==> src/include/pirq_cfg.svh <==
// Register offsets, field positions, reset values and masks of the peripheral flag and enable bank
`ifndef PIRQ_CFG_SVH
`define PIRQ_CFG_SVH

// ----------------------------------------------------------------------------
// Register offsets (register index on the plain port)
// ----------------------------------------------------------------------------
`define PIRQ_OFF_FLAGS_TWO    4'h0
`define PIRQ_OFF_FLAGS_THREE  4'h1
`define PIRQ_OFF_ENABLES_ONE  4'h2
`define PIRQ_OFF_ENABLES_TWO  4'h3
`define PIRQ_OFF_CONTROL      4'h4

// ----------------------------------------------------------------------------
// Field positions, flags two / enables two
// ----------------------------------------------------------------------------
`define PIRQ_B_OSC_FAIL       7
`define PIRQ_B_CMP_CHANGE     6
`define PIRQ_B_TWO_UNIMPL     5
`define PIRQ_B_NVM_DONE       4
`define PIRQ_B_BUS_COLL_A     3
`define PIRQ_B_VOLTAGE        2
`define PIRQ_B_TIMER3_OVF     1
`define PIRQ_B_CAPCOMP_B      0

// ----------------------------------------------------------------------------
// Field positions, flags three
// ----------------------------------------------------------------------------
`define PIRQ_B_SYNC_SERIAL_B  7
`define PIRQ_B_BUS_COLL_B     6
`define PIRQ_B_SERIAL_B_RX    5
`define PIRQ_B_SERIAL_B_TX    4
`define PIRQ_B_TIMER4_MATCH   3
`define PIRQ_B_CAPCOMP_E      2

// ----------------------------------------------------------------------------
// Field positions, control register
// ----------------------------------------------------------------------------
`define PIRQ_B_PERIPH_GLOBAL  0
`define PIRQ_B_PRIO_LEVELS    1

// ----------------------------------------------------------------------------
// Reset values and write masks
// ----------------------------------------------------------------------------
`define PIRQ_RST_BYTE         8'h00
`define PIRQ_RST_CTRL         2'h0
`define PIRQ_MASK_TWO         8'hdf
`define PIRQ_MASK_THREE_WR    8'hcf
`define PIRQ_MASK_CTRL        8'h03

`endif

==> src/include/pirq_pkg.sv <==
// Types of the peripheral flag and enable bank
package pirq_pkg;

    typedef struct packed {
        logic [7:0] flags_two;
        logic [7:0] flags_three;
        logic [7:0] en_one;
        logic [7:0] en_two;
        logic [1:0] ctrl;
        logic [7:0] rd_data;
        logic       irq;
    } pirq_state_t;

    typedef struct packed {
        logic sync_q1;
        logic sync_q2;
        logic level_d;
        logic change;
    } pirq_edge_state_t;

endpackage

==> src/include/pirq_evt_if.sv <==
// Event carrier between the comparator edge detector and the flag bank
`timescale 1ns/1ps
interface pirq_evt_if;
    logic cmp_change;

    modport src (output cmp_change);
    modport dst (input  cmp_change);
endinterface

==> src/verilog/pirq_cmp_edge.sv <==
// Comparator output synchroniser and change detector
`timescale 1ns/1ps
module pirq_cmp_edge (
    input  wire logic   clock_i,
    input  wire logic   sys_rst_i,
    input  wire logic   ce_i,
    input  wire logic   comparator_level_i,
    pirq_evt_if.src     evt
);

    pirq_pkg::pirq_edge_state_t state_reg;
    pirq_pkg::pirq_edge_state_t state_next;

    // ------------------------------------------------------------------------
    // Two flops, then compare the settled copy against its last value
    // ------------------------------------------------------------------------
    always_comb begin
        state_next         = state_reg;
        state_next.sync_q1 = comparator_level_i;
        state_next.sync_q2 = state_reg.sync_q1;
        state_next.level_d = state_reg.sync_q2;
        state_next.change  = state_reg.sync_q2 ^ state_reg.level_d;
    end

    always_ff @(posedge clock_i) begin
        if (sys_rst_i) begin
            state_reg <= '0;
        end else if (ce_i) begin
            state_reg <= state_next;
        end
    end

    // Held for one enabled cycle only, so a frozen clock enable cannot double-count
    assign evt.cmp_change = state_reg.change & ce_i;

endmodule

==> src/verilog/pirq_bank.sv <==
// Peripheral interrupt flag and enable bank with request gating toward the core
`timescale 1ns/1ps
`include "pirq_cfg.svh"

// Summary of operation
// - Oscillator failure event sets flags two bit 7; held until software clears.
// - Any comparator output change sets flags two bit 6.
// - Bit 5 of flags two and enables two reads zero, ignores writes.
// - Nonvolatile write completion sets flags two bit 4.
// - First serial bus collision as master sets flags two bit 3.
// - Low-voltage detect sets flags two bit 2.
// - Timer three overflow sets flags two bit 1.
// - Capture or compare unit B sets bit 0; ignored in PWM mode.
// - Second sync serial transfer completion sets flags three bit 7.
// - Second sync serial bus collision sets flags three bit 6.
// - Flags three bit 5 mirrors receive buffer full; read-only.
// - Flags three bit 4 mirrors transmit buffer empty; read-only.
// - Timer four period match sets flags three bit 3.
// - Capture/compare units E, D, C set bits 2..0; ignored in PWM mode.
// - Event flags stay set until software writes zero; software clears them.
// - Without priority levels, requests need the peripheral global enable.
// - Enables one gates the eight flags-one sources bit by bit.
// - Enables two gates flags two bit by bit; one enables.
// - Flags set on events regardless of enables, allowing polling.
module pirq_bank #(
    parameter int ADDR_W = 4
) (
    input  wire logic              clock_i,
    input  wire logic              sys_rst_i,
    input  wire logic              ce_i,
    input  wire logic [ADDR_W-1:0] reg_addr_i,
    input  wire logic [7:0]        reg_wdata_i,
    input  wire logic              reg_wr_i,
    input  wire logic              reg_rd_i,
    output logic      [7:0]        reg_rdata_o,
    input  wire logic              osc_fail_evt_i,
    input  wire logic              comparator_level_i,
    input  wire logic              nvm_write_done_evt_i,
    input  wire logic              bus_collision_a_evt_i,
    input  wire logic              voltage_low_evt_i,
    input  wire logic              timer3_overflow_evt_i,
    input  wire logic              sync_serial_b_evt_i,
    input  wire logic              bus_collision_b_evt_i,
    input  wire logic              serial_b_rx_full_i,
    input  wire logic              serial_b_tx_empty_i,
    input  wire logic              timer4_match_evt_i,
    input  wire logic [3:0]        capcomp_evt_i,
    input  wire logic [3:0]        capcomp_pwm_mode_i,
    input  wire logic [7:0]        flags_one_i,
    input  wire logic [7:0]        enables_three_i,
    output logic                   peripheral_irq_o
);

    // ------------------------------------------------------------------------
    // Elaboration check
    // ------------------------------------------------------------------------
    generate
        if (ADDR_W < 3) begin : g_bad_addr
            $error("ADDR_W must be at least 3 to reach the control register");
        end
    endgenerate

    // ------------------------------------------------------------------------
    // Comparator change detection
    // ------------------------------------------------------------------------
    pirq_evt_if cmp_evt ();

    pirq_cmp_edge u_cmp_edge (
        .clock_i            (clock_i),
        .sys_rst_i          (sys_rst_i),
        .ce_i               (ce_i),
        .comparator_level_i (comparator_level_i),
        .evt                (cmp_evt.src)
    );

    // ------------------------------------------------------------------------
    // Event vectors
    // ------------------------------------------------------------------------
    logic [3:0] cc_live;
    logic [7:0] evt_two;
    logic [7:0] evt_three;

    // Capture/compare events are dropped in PWM mode; the unit then owns the flag bit as unused
    assign cc_live = capcomp_evt_i & ~capcomp_pwm_mode_i;

    assign evt_two = {osc_fail_evt_i,
                      cmp_evt.cmp_change,
                      1'b0,
                      nvm_write_done_evt_i,
                      bus_collision_a_evt_i,
                      voltage_low_evt_i,
                      timer3_overflow_evt_i,
                      cc_live[0]};

    assign evt_three = {sync_serial_b_evt_i,
                        bus_collision_b_evt_i,
                        2'b00,
                        timer4_match_evt_i,
                        cc_live[3:1]};

    // ------------------------------------------------------------------------
    // State
    // ------------------------------------------------------------------------
    pirq_pkg::pirq_state_t state_reg;
    pirq_pkg::pirq_state_t state_next;

    logic [3:0] addr_idx;
    logic       wr_two;
    logic       wr_three;
    logic       wr_en_one;
    logic       wr_en_two;
    logic       wr_ctrl;
    logic [7:0] req_vec_one;
    logic [7:0] req_vec_two;
    logic [7:0] req_vec_three;
    logic       any_req;
    logic       gate_open;

    // Upper address bits must be zero; a wide bus never aliases onto the map
    assign addr_idx  = (reg_addr_i >> 4) == '0 ? 4'(reg_addr_i) : 4'hf;
    assign wr_two    = reg_wr_i && (addr_idx == `PIRQ_OFF_FLAGS_TWO);
    assign wr_three  = reg_wr_i && (addr_idx == `PIRQ_OFF_FLAGS_THREE);
    assign wr_en_one = reg_wr_i && (addr_idx == `PIRQ_OFF_ENABLES_ONE);
    assign wr_en_two = reg_wr_i && (addr_idx == `PIRQ_OFF_ENABLES_TWO);
    assign wr_ctrl   = reg_wr_i && (addr_idx == `PIRQ_OFF_CONTROL);

    // ------------------------------------------------------------------------
    // Request gating, computed on the registered state and the live flags_one_i and enables_three_i inputs
    // ------------------------------------------------------------------------
    assign req_vec_one   = flags_one_i & state_reg.en_one;
    assign req_vec_two   = state_reg.flags_two & state_reg.en_two;
    assign req_vec_three = state_reg.flags_three & enables_three_i;
    assign any_req       = |{req_vec_one, req_vec_two, req_vec_three};
    // With priority levels on, the core's own priority logic decides; this gate stays open
    assign gate_open     = state_reg.ctrl[`PIRQ_B_PERIPH_GLOBAL] |
                           state_reg.ctrl[`PIRQ_B_PRIO_LEVELS];

    // ------------------------------------------------------------------------
    // Next state
    // ------------------------------------------------------------------------
    always_comb begin
        state_next = state_reg;

        // Per-bit flag update: event set wins over a software clear in the same cycle
        for (int b = 0; b < 8; b++) begin
            if (wr_two) begin
                state_next.flags_two[b] = reg_wdata_i[b] | evt_two[b];
            end else begin
                state_next.flags_two[b] = state_reg.flags_two[b] | evt_two[b];
            end
            if (wr_three) begin
                state_next.flags_three[b] = reg_wdata_i[b] | evt_three[b];
            end else begin
                state_next.flags_three[b] = state_reg.flags_three[b] | evt_three[b];
            end
        end
        state_next.flags_two   = state_next.flags_two & `PIRQ_MASK_TWO;
        state_next.flags_three = state_next.flags_three & `PIRQ_MASK_THREE_WR;
        // Buffer status bits follow the serial port and ignore writes
        state_next.flags_three[`PIRQ_B_SERIAL_B_RX] = serial_b_rx_full_i;
        state_next.flags_three[`PIRQ_B_SERIAL_B_TX] = serial_b_tx_empty_i;

        if (wr_en_one) begin
            state_next.en_one = reg_wdata_i;
        end
        if (wr_en_two) begin
            state_next.en_two = reg_wdata_i & `PIRQ_MASK_TWO;
        end
        if (wr_ctrl) begin
            state_next.ctrl = 2'(reg_wdata_i & `PIRQ_MASK_CTRL);
        end

        // Read data stands only in the cycle after the strobe
        state_next.rd_data = 8'h00;
        if (reg_rd_i) begin
            unique case (addr_idx)
                `PIRQ_OFF_FLAGS_TWO:   state_next.rd_data = state_reg.flags_two;
                `PIRQ_OFF_FLAGS_THREE: state_next.rd_data = state_reg.flags_three;
                `PIRQ_OFF_ENABLES_ONE: state_next.rd_data = state_reg.en_one;
                `PIRQ_OFF_ENABLES_TWO: state_next.rd_data = state_reg.en_two;
                `PIRQ_OFF_CONTROL:     state_next.rd_data = {6'h00, state_reg.ctrl};
                default:               state_next.rd_data = 8'h00;
            endcase
        end

        state_next.irq = any_req & gate_open;
    end

    always_ff @(posedge clock_i) begin
        if (sys_rst_i) begin
            state_reg.flags_two   <= `PIRQ_RST_BYTE;
            state_reg.flags_three <= `PIRQ_RST_BYTE;
            state_reg.en_one      <= `PIRQ_RST_BYTE;
            state_reg.en_two      <= `PIRQ_RST_BYTE;
            state_reg.ctrl        <= `PIRQ_RST_CTRL;
            state_reg.rd_data     <= `PIRQ_RST_BYTE;
            state_reg.irq         <= 1'b0;
        end else if (ce_i) begin
            state_reg <= state_next;
        end
    end

    assign reg_rdata_o      = state_reg.rd_data;
    assign peripheral_irq_o = state_reg.irq;

    // ------------------------------------------------------------------------
    // Assertions
    // ------------------------------------------------------------------------
    property p_osc_fail_set;
        @(posedge clock_i) disable iff (sys_rst_i)
        (ce_i && osc_fail_evt_i) |=> state_reg.flags_two[`PIRQ_B_OSC_FAIL];
    endproperty
    a_osc_fail_set: assert property (p_osc_fail_set) else $error("oscillator fail flag not set");

    property p_cmp_change_set;
        @(posedge clock_i) disable iff (sys_rst_i)
        (ce_i && $changed(u_cmp_edge.state_reg.sync_q2) && !$past(sys_rst_i)) ##1 ce_i
        |=> state_reg.flags_two[`PIRQ_B_CMP_CHANGE];
    endproperty
    a_cmp_change_set: assert property (p_cmp_change_set) else $error("comparator change flag not set");

    property p_unimpl_zero;
        @(posedge clock_i) disable iff (sys_rst_i)
        ce_i |=> (state_reg.flags_two[`PIRQ_B_TWO_UNIMPL] == 1'b0) &&
                 (state_reg.en_two[`PIRQ_B_TWO_UNIMPL] == 1'b0);
    endproperty
    a_unimpl_zero: assert property (p_unimpl_zero) else $error("unimplemented bit five became set");

    property p_nvm_set;
        @(posedge clock_i) disable iff (sys_rst_i)
        (ce_i && nvm_write_done_evt_i) |=> state_reg.flags_two[`PIRQ_B_NVM_DONE];
    endproperty
    a_nvm_set: assert property (p_nvm_set) else $error("write done flag not set");

    property p_flag_hold;
        @(posedge clock_i) disable iff (sys_rst_i)
        (state_reg.flags_two[`PIRQ_B_VOLTAGE] && !(ce_i && wr_two && !reg_wdata_i[`PIRQ_B_VOLTAGE]))
        |=> state_reg.flags_two[`PIRQ_B_VOLTAGE];
    endproperty
    a_flag_hold: assert property (p_flag_hold) else $error("voltage flag dropped without a clear");

    property p_set_beats_clear;
        @(posedge clock_i) disable iff (sys_rst_i)
        (ce_i && wr_three && !reg_wdata_i[`PIRQ_B_TIMER4_MATCH] && timer4_match_evt_i)
        |=> state_reg.flags_three[`PIRQ_B_TIMER4_MATCH];
    endproperty
    a_set_beats_clear: assert property (p_set_beats_clear) else $error("clear beat a match event");

    property p_pwm_ignored;
        @(posedge clock_i) disable iff (sys_rst_i)
        (ce_i && !state_reg.flags_two[`PIRQ_B_CAPCOMP_B] && capcomp_pwm_mode_i[0] &&
         !(wr_two && reg_wdata_i[`PIRQ_B_CAPCOMP_B]))
        |=> !state_reg.flags_two[`PIRQ_B_CAPCOMP_B];
    endproperty
    a_pwm_ignored: assert property (p_pwm_ignored) else $error("capture flag set in PWM mode");

    property p_cc_three_set;
        @(posedge clock_i) disable iff (sys_rst_i)
        (ce_i && capcomp_evt_i[3] && !capcomp_pwm_mode_i[3])
        |=> state_reg.flags_three[`PIRQ_B_CAPCOMP_E];
    endproperty
    a_cc_three_set: assert property (p_cc_three_set) else $error("unit E capture flag not set");

    property p_rx_mirror;
        @(posedge clock_i) disable iff (sys_rst_i)
        ce_i |=> state_reg.flags_three[`PIRQ_B_SERIAL_B_RX] == $past(serial_b_rx_full_i);
    endproperty
    a_rx_mirror: assert property (p_rx_mirror) else $error("receive flag does not follow buffer");

    property p_tx_mirror;
        @(posedge clock_i) disable iff (sys_rst_i)
        ce_i |=> state_reg.flags_three[`PIRQ_B_SERIAL_B_TX] == $past(serial_b_tx_empty_i);
    endproperty
    a_tx_mirror: assert property (p_tx_mirror) else $error("transmit flag does not follow buffer");

    property p_global_gate;
        @(posedge clock_i) disable iff (sys_rst_i)
        (ce_i && state_reg.ctrl == 2'h0) |=> !peripheral_irq_o;
    endproperty
    a_global_gate: assert property (p_global_gate) else $error("request raised with gates closed");

    property p_enabled_request;
        @(posedge clock_i) disable iff (sys_rst_i)
        (ce_i && state_reg.ctrl[`PIRQ_B_PERIPH_GLOBAL] &&
         (state_reg.flags_two[`PIRQ_B_TIMER3_OVF] && state_reg.en_two[`PIRQ_B_TIMER3_OVF]))
        |=> peripheral_irq_o;
    endproperty
    a_enabled_request: assert property (p_enabled_request) else $error("enabled flag raised no request");

    property p_disabled_one;
        @(posedge clock_i) disable iff (sys_rst_i)
        (ce_i && state_reg.en_one == 8'h00 && state_reg.en_two == 8'h00 && enables_three_i == 8'h00)
        |=> !peripheral_irq_o;
    endproperty
    a_disabled_one: assert property (p_disabled_one) else $error("request with every enable clear");

    property p_poll_without_enable;
        @(posedge clock_i) disable iff (sys_rst_i)
        (ce_i && sync_serial_b_evt_i && !state_reg.ctrl[`PIRQ_B_PERIPH_GLOBAL])
        |=> state_reg.flags_three[`PIRQ_B_SYNC_SERIAL_B];
    endproperty
    a_poll_without_enable: assert property (p_poll_without_enable) else $error("flag blocked by enable");

endmodule

==> config.mk <==
export PLATFORM = sky130hd
export DESIGN_NAME = pirq_bank
export DESIGN_NICKNAME = d
export VERILOG_FILES = /design/src/include/pirq_pkg.sv /design/src/include/pirq_evt_if.sv /design/src/verilog/pirq_cmp_edge.sv /design/src/verilog/pirq_bank.sv
export VERILOG_INCLUDE_DIRS = /design/src /design/src/include
export SDC_FILE = /design/constraint.sdc
export NUM_CORES = 1
export LEC_CHECK = 0
export ABC_AREA = 1
export BUFFER_PORTS_ARGS = -buffer_cell sky130_fd_sc_hd__buf_2
export CAP_MARGIN = 20
export CORE_MARGIN = 2
export CORE_UTILIZATION = 47
export CTS_CLUSTER_DIAMETER = 150
export DETAILED_ROUTE_END_ITERATION = 8
export GPL_TIMING_DRIVEN = 0
export PLACE_DENSITY = 0.86
export SYNTH_ARGS = -nofsm -noshare
export SYNTH_HDL_FRONTEND = slang
export SYNTH_HIERARCHICAL = 1
export SYNTH_SLANG_ARGS = --single-unit
==> constraint.sdc <==
create_clock -name clock_i -period 1.06 [get_ports clock_i]
set_clock_uncertainty 0.05 [all_clocks]
set_input_delay 0.106 -clock clock_i [delete_from_list [all_inputs] [get_ports clock_i]]
set_output_delay 0.106 -clock clock_i [all_outputs]
set_load 0.1 [all_outputs]
==> Word level (Yosys, flattened, before mapping) <==
Index checks and enable logic that the tools add are counted.
{ "word_totals": {"regBits": 45, "latchBits": 0, "ram_bits": 0, "romBits": 0, "inputBits": 52, "output_inout_bits": 9, "elab_cells": 75, "memories": 0} }
{ "classes": {"add_sub_neg": 0, "multipliers": 0, "div_mod_pow": 0, "order_cmp": 0, "n_eq_ne": 4, "shift": 0, "n_mux": 15, "bitwise_logic": 35, "reduce_logical": 10} }
{ "op_table": {"columns": ["operator", "count"], "rows": [
  ["one-hot mux 8 bit (5 select lines)", 1],
  ["bitwise OR 1 bit", 27],
  ["AND 8 bit", 3],
  ["OR reduction 24 bit", 1],
  ["two-way mux 1 bit", 13],
  ["== test 4 x 2 -> 1 bit, second input constant", 2],
  ["two-way mux 8 bit", 1],
  ["AND reduction 2 bit", 3],
  ["logical AND 1 bit", 5],
  ["AND 4 bit", 1],
  ["== test 4 x 1 -> 1 bit, second input constant", 1],
  ["== test 4 x 3 -> 1 bit, second input constant", 1],
  ["zero test 4 bit", 1],
  ["inverter 4 bit", 1],
  ["AND 1 bit", 2],
  ["XOR 1 bit", 1]
]} }

==> Depth between registers and ports, before layout <==
{ "logic_depth": {"word_depth": 4, "mapped_depth": 9, "depth_no_buf": 9} }

==> Cells and area by module <==
The synthesis kept the hierarchy.
{ "modules_own_cells": {"columns": ["module", "n_inst", "cells_per_inst", "area_per_inst_um2", "seq_area_each_um2"], "rows": [
  ["pirq_bank", 1, 330, 2190.9, 820.8],
  ["pirq_cmp_edge", 1, 25, 163.9, 80.1]
]} }

==> Least setup slack after synthesis <==
OpenSTA, ideal clock, no wires.
{ "synth_path": {"path_kind": "reg-to-reg", "startpoint": "reg peripheral_irq_o (netlist name)", "endpoint": "reg state_reg (netlist bit peripheral_irq_o)", "setup_time_ns": 0.070, "t_arrival_ns": 1.178, "required_ns": 0.940, "setup_slack_ns": -0.239, "stages_incl_launch_ff": 3, "n_path_buf": 0, "synth_period_minus_slack_ns": 1.299, "cell_sequence": "dfxtp_1 -> nand2_1 -> a21oi_1"} }
{ "synth_lines": {"columns": ["item", "line_no", "rtl"], "rows": [
  ["end signal, assigned", "pirq_bank.sv:199", "state_reg <= state_next;"],
  ["end, declared", "pirq_bank.sv:104", "pirq_pkg::pirq_state_t state_reg;"]
]} }

==> Final worst setup path <==
{ "layout_path": {"startpoint": "reg state_reg[36] (netlist bit)", "endpoint": "reg state_reg (netlist bit peripheral_irq_o)"} }
{ "layout_via": {"elab_chain_cells": 3} }
{ "layout_lines": {"columns": ["item", "line_no", "rtl"], "rows": [
  ["AND 8 bit", "pirq_bank.sv:131", "assign req_vec_two = state_reg.flags_two & state_reg.en_two;"],
  ["OR reduction 24 bit", "pirq_bank.sv:133", "assign any_req = |{req_vec_one, req_vec_two, req_vec_three};"],
  ["AND 1 bit", "pirq_bank.sv:186", "state_next.irq = any_req & gate_open;"]
]} }
No other way between the ends.
A chain may end at the register's enable or synchronous reset.

==> flow_metrics.py <==
metrics = {
    "timing": {
        "worst_slew_pin_slew_ns": 0.499,
        "hold_viol_final": 0,
        "slew_violations": 0,
        "period_minus_slack_ns": 1.13,
        "maxSlewHeadroom": 0.667,
        "holdWs_ns": 0.0106,
        "max_clock_freq_mhz": 887,
        "setup_viol": 1,
        "timing.final.ws_setup_ns": -0.0673,
        "rsz0062_at_grt": "true",
        "period_share": 1.06,
    },
    "placed_design": {
        "port_buffers": 60,
        "gp_congestion": 0.949,
        "hpwl_um": 4920,
    },
    "setup_path": {
        "critPathCaptureType": "flip-flop",
        "worstPathMaxFanout": 3,
        "critical_path_required_ns": 1.19,
        "cp-startpoint": "state_reg[36]$_SDFFE_PP0P_",
        "critPathMostFrequentCell": "nand2_1",
        "crit_type": "reg -> reg",
        "critPathMaxStageDelay_ns": 0.35,
        "slowest_stage": "dfxtp_2",
        "cp-endpoint": "peripheral_irq_o$_SDFFE_PP0P_",
        "r2r_cells": 8,
        "crit_buf_inv": 0,
        "reg2reg_slack_ns": -0.07,
        "r2r_start": "state_reg[36]$_SDFFE_PP0P_",
        "path_depth": 8,
        "cp_top_family": "simple AND/OR/NAND/NOR gates",
        "path_cells": "nand2_1 -> nand2_2 -> nor2_4 -> nand2_1 -> nor2_1 -> nand2_1 -> nand2_1 -> a21oi_1",
        "r2r-end": "peripheral_irq_o$_SDFFE_PP0P_",
        "cp-start-kind": "flip-flop",
        "worstPathArrival_ns": 1.26,
    },
    "floorplan": {
        "die_x_um": 74.8,
        "num_rows": 25,
        "die_area_um2": 5590,
        "ioPinCount": 61,
        "die_y_um": 74.8,
        "start_util": 0.492,
        "core-area_um2": 4790,
    },
    "pwr": {
        "combPwrFrac": 0.144,
        "pwr-share-clk": 0.340,
        "ir_drop_uv": 670,
        "power.share.sequential": 0.516,
        "p_int_uw": 2530,
        "p_switching_uw": 919,
        "p_per_area_nw_per_um2": 1100,
        "p_sw_frac": 0.266,
        "p_leak_uw": 0.00146,
    },
    "final_layout": {
        "drive_above_1_share": 0.325,
        "num-nets-final": 482,
        "area_delta_synth_final_pct": 33.8,
        "multi_input_area_um2": 1210,
        "seq_area_um2": 923,
        "fillers": 399,
        "largest_reg_flops": 32,
        "fin_util": 0.658,
        "n_antenna_cell": 0,
    },
    "routing": {
        "antenna_left": 0,
        "detail_route.wl_per_cell_um": 14.2,
        "vias": 2619,
        "drc": 0,
        "wirelength_um": 7060,
        "initialDrtViolationCount": 227,
        "first_pass_iters": 5,
        "viasPerCell": 5.26,
    },
    "yosys": {
        "ys_seq_elements": 45,
        "synth_area_um2": 2350,
        "seq_area_frac_synth": 0.383,
        "netlist-cell-type-count": 26,
        "syn_area_per_cell_um2": 6.63,
        "ys_warn_count": 6,
        "synth_fp_nets": 407,
        "synthCells": 355,
    },
    "clock_network": {
        "htree_levels": 2,
        "clock_latency_ns": 0.31,
        "cts_tree": "built",
        "clk_pin_slew_ns": 0.08,
        "cts.sinks": 45,
        "numCtsBuffers": 5,
        "root_buffer": "clkbuf_8",
        "cts.path.max_buffers": 2,
        "hold_buffers": 0,
    },
    "global_routing": {
        "grt_pass1_wl_um": 10900,
        "antenna_found_initial": 0,
        "grt.overflow.total": 0,
        "grt_max_degree": 15,
        "grt.total_usage": 0.260,
        "first_global_vias": 2375,
    },
    "run": {
        "drv_cap": 0,
    },
    "status": {
        "status": "finished with violations",
        "failed_checks": "negative setup slack",
    },
    "worst_hold_path": {
        "min_path_type": "in -> reg",
    },
}
==> cell usage after synthesis <==
library cell | instances | share of area
a21oi_1 | 34 | 0.072
a22oi_1 | 7 | 0.022
buf_1 | 1 | 0.0016
buf_2 | 2 | 0.0043
buf_4 | 10 | 0.032
buf_6 | 1 | 0.0048
clkbuf_1 | 3 | 0.0048
clkbuf_2 | 1 | 0.0021
clkbuf_4 | 1 | 0.0032
dfxtp_1 | 45 | 0.38
inv_1 | 46 | 0.073
inv_2 | 2 | 0.0032
nand2_1 | 117 | 0.19
nand2_2 | 2 | 0.0053
nand2_4 | 1 | 0.0048
nand3_1 | 20 | 0.043
nand3_2 | 1 | 0.0043
nand4_1 | 3 | 0.0080
nor2_1 | 13 | 0.021
nor2_2 | 2 | 0.0053
nor2_4 | 6 | 0.029
o211ai_1 | 5 | 0.016
o211ai_2 | 1 | 0.0053
o21ai_0 | 24 | 0.051
o21ai_1 | 6 | 0.013
o22ai_1 | 1 | 0.0027
==> metal layers <==
metal | GRT usage | part of all wire | vias to the layer above
li1 | - | - | 1280
met1 | 0.328 | 0.41 | 1177
met2 | 0.441 | 0.48 | 142
met3 | 0.0509 | 0.094 | 20
met4 | 0.0952 | 0.024 | 0
met5 | 0 | 0 | -
==> what timing repair did <==
item,4_1_cts,5_1_grt
pin swaps,3,17
buffers inserted,3,14
endpoints found under the setup margin,25,31
hold endpoints to repair,0,0
resized for setup,49,28
gates cloned,0,1
==> worst min-delay path by stage <==
| stage | from | endpoint | slack (ns) | depth (start not counted) |
|---|---|---|---|---|
| after detailed placement | sys_rst_i | u_cmp_edge/state_reg[1]$_SDFFE_PP0P_ | 0.28 | 2 |
| after floorplan | sys_rst_i | u_cmp_edge/state_next[1]$_SDFFE_PP0P_ | 0.13 | 1 |
| final | comparator_level_i | u_cmp_edge/state_next[2]$_SDFFE_PP0P_ | 0.01 | 3 |
| after global placement | sys_rst_i | u_cmp_edge/state_next[2]$_SDFFE_PP0P_ | 0.28 | 2 |
| after global routing | comparator_level_i | u_cmp_edge/state_next[2]$_SDFFE_PP0P_ | 0.03 | 3 |
| after CTS | comparator_level_i | u_cmp_edge/state_next[2]$_SDFFE_PP0P_ | 0.02 | 3 |
==> final cells by class <==
type / count / area share
flip-flops and latches: 45 / 0.293
clock inverters: 1 / 0.00159
clock buffers: 7 / 0.0306
inverters: 48 / 0.0580
repair buffers: 78 / 0.182
multi-input cells: 243 / 0.386
well taps: 67 / 0.0266
plain buffers: 9 / 0.0222
==> worst reg2reg max path: cells and delay by family, from the launching register on <==
| family | cells | cell delay (ns) |
|---|---|---|
| AO/OA/AOI/OAI | 1 | 0.06 |
| flip-flops | 1 | 0.35 |
| AND/OR/NAND/NOR | 7 | 0.56 |
==> cells in the final DEF (no fill, tap or decap), types with 2 or more instances in the layout <==
master    instances
dfxtp_1          27
o21ai_1           8
dfxtp_2          18
clkbuf_4          2
a22oi_1           7
nand4_1           3
inv_2             2
nor2_4            8
nand2_4           3
clkbuf_8          7
o21ai_0          20
nand3_1          19
buf_6             5
nand2_1         110
nor2_1           10
buf_2            53
a21oi_1          34
buf_12            9
buf_4            16
clkbuf_1          2
nor2_2            3
o211ai_1          5
nand2_2           7
o21ai_2           2
inv_1            45
==> kinds of logic after synthesis <==
logic type | count (synthesis) | synth area share
AOI/OAI and AO/OA | 78 | 0.182
DFF | 45 | 0.383
buffers and inverters | 67 | 0.129
and+or+nand+nor | 165 | 0.306
==> stage by stage <==
stage,setup WS (ns),instance area [um^2],TNS (ns),std cells,power (uW)
2_1_floorplan,0.0157,2370,0,355,2050
6_report,-0.0673,3150,-0.0673,498,3450
5_1_grt,-0.0977,3150,-0.107,498,3580
4_1_cts,-0.0404,2960,-0.106,484,3400
3_3_place_gp,-0.436,2760,-12.52,482,2240
3_5_place_dp,-0.447,2760,-13.48,482,2250
==> power groups by stage <==
stage / sequential [uW] / combinational (uW) / clock, uW
final: 1780 / 498 / 1170
after CTS: 1780 / 443 / 1180
after global placement: 1810 / 430 / 0
after floorplan: 1810 / 244 / 0
after detailed placement: 1820 / 437 / 0
after global routing: 1790 / 545 / 1250
Power figures use the tool's default switching activity.
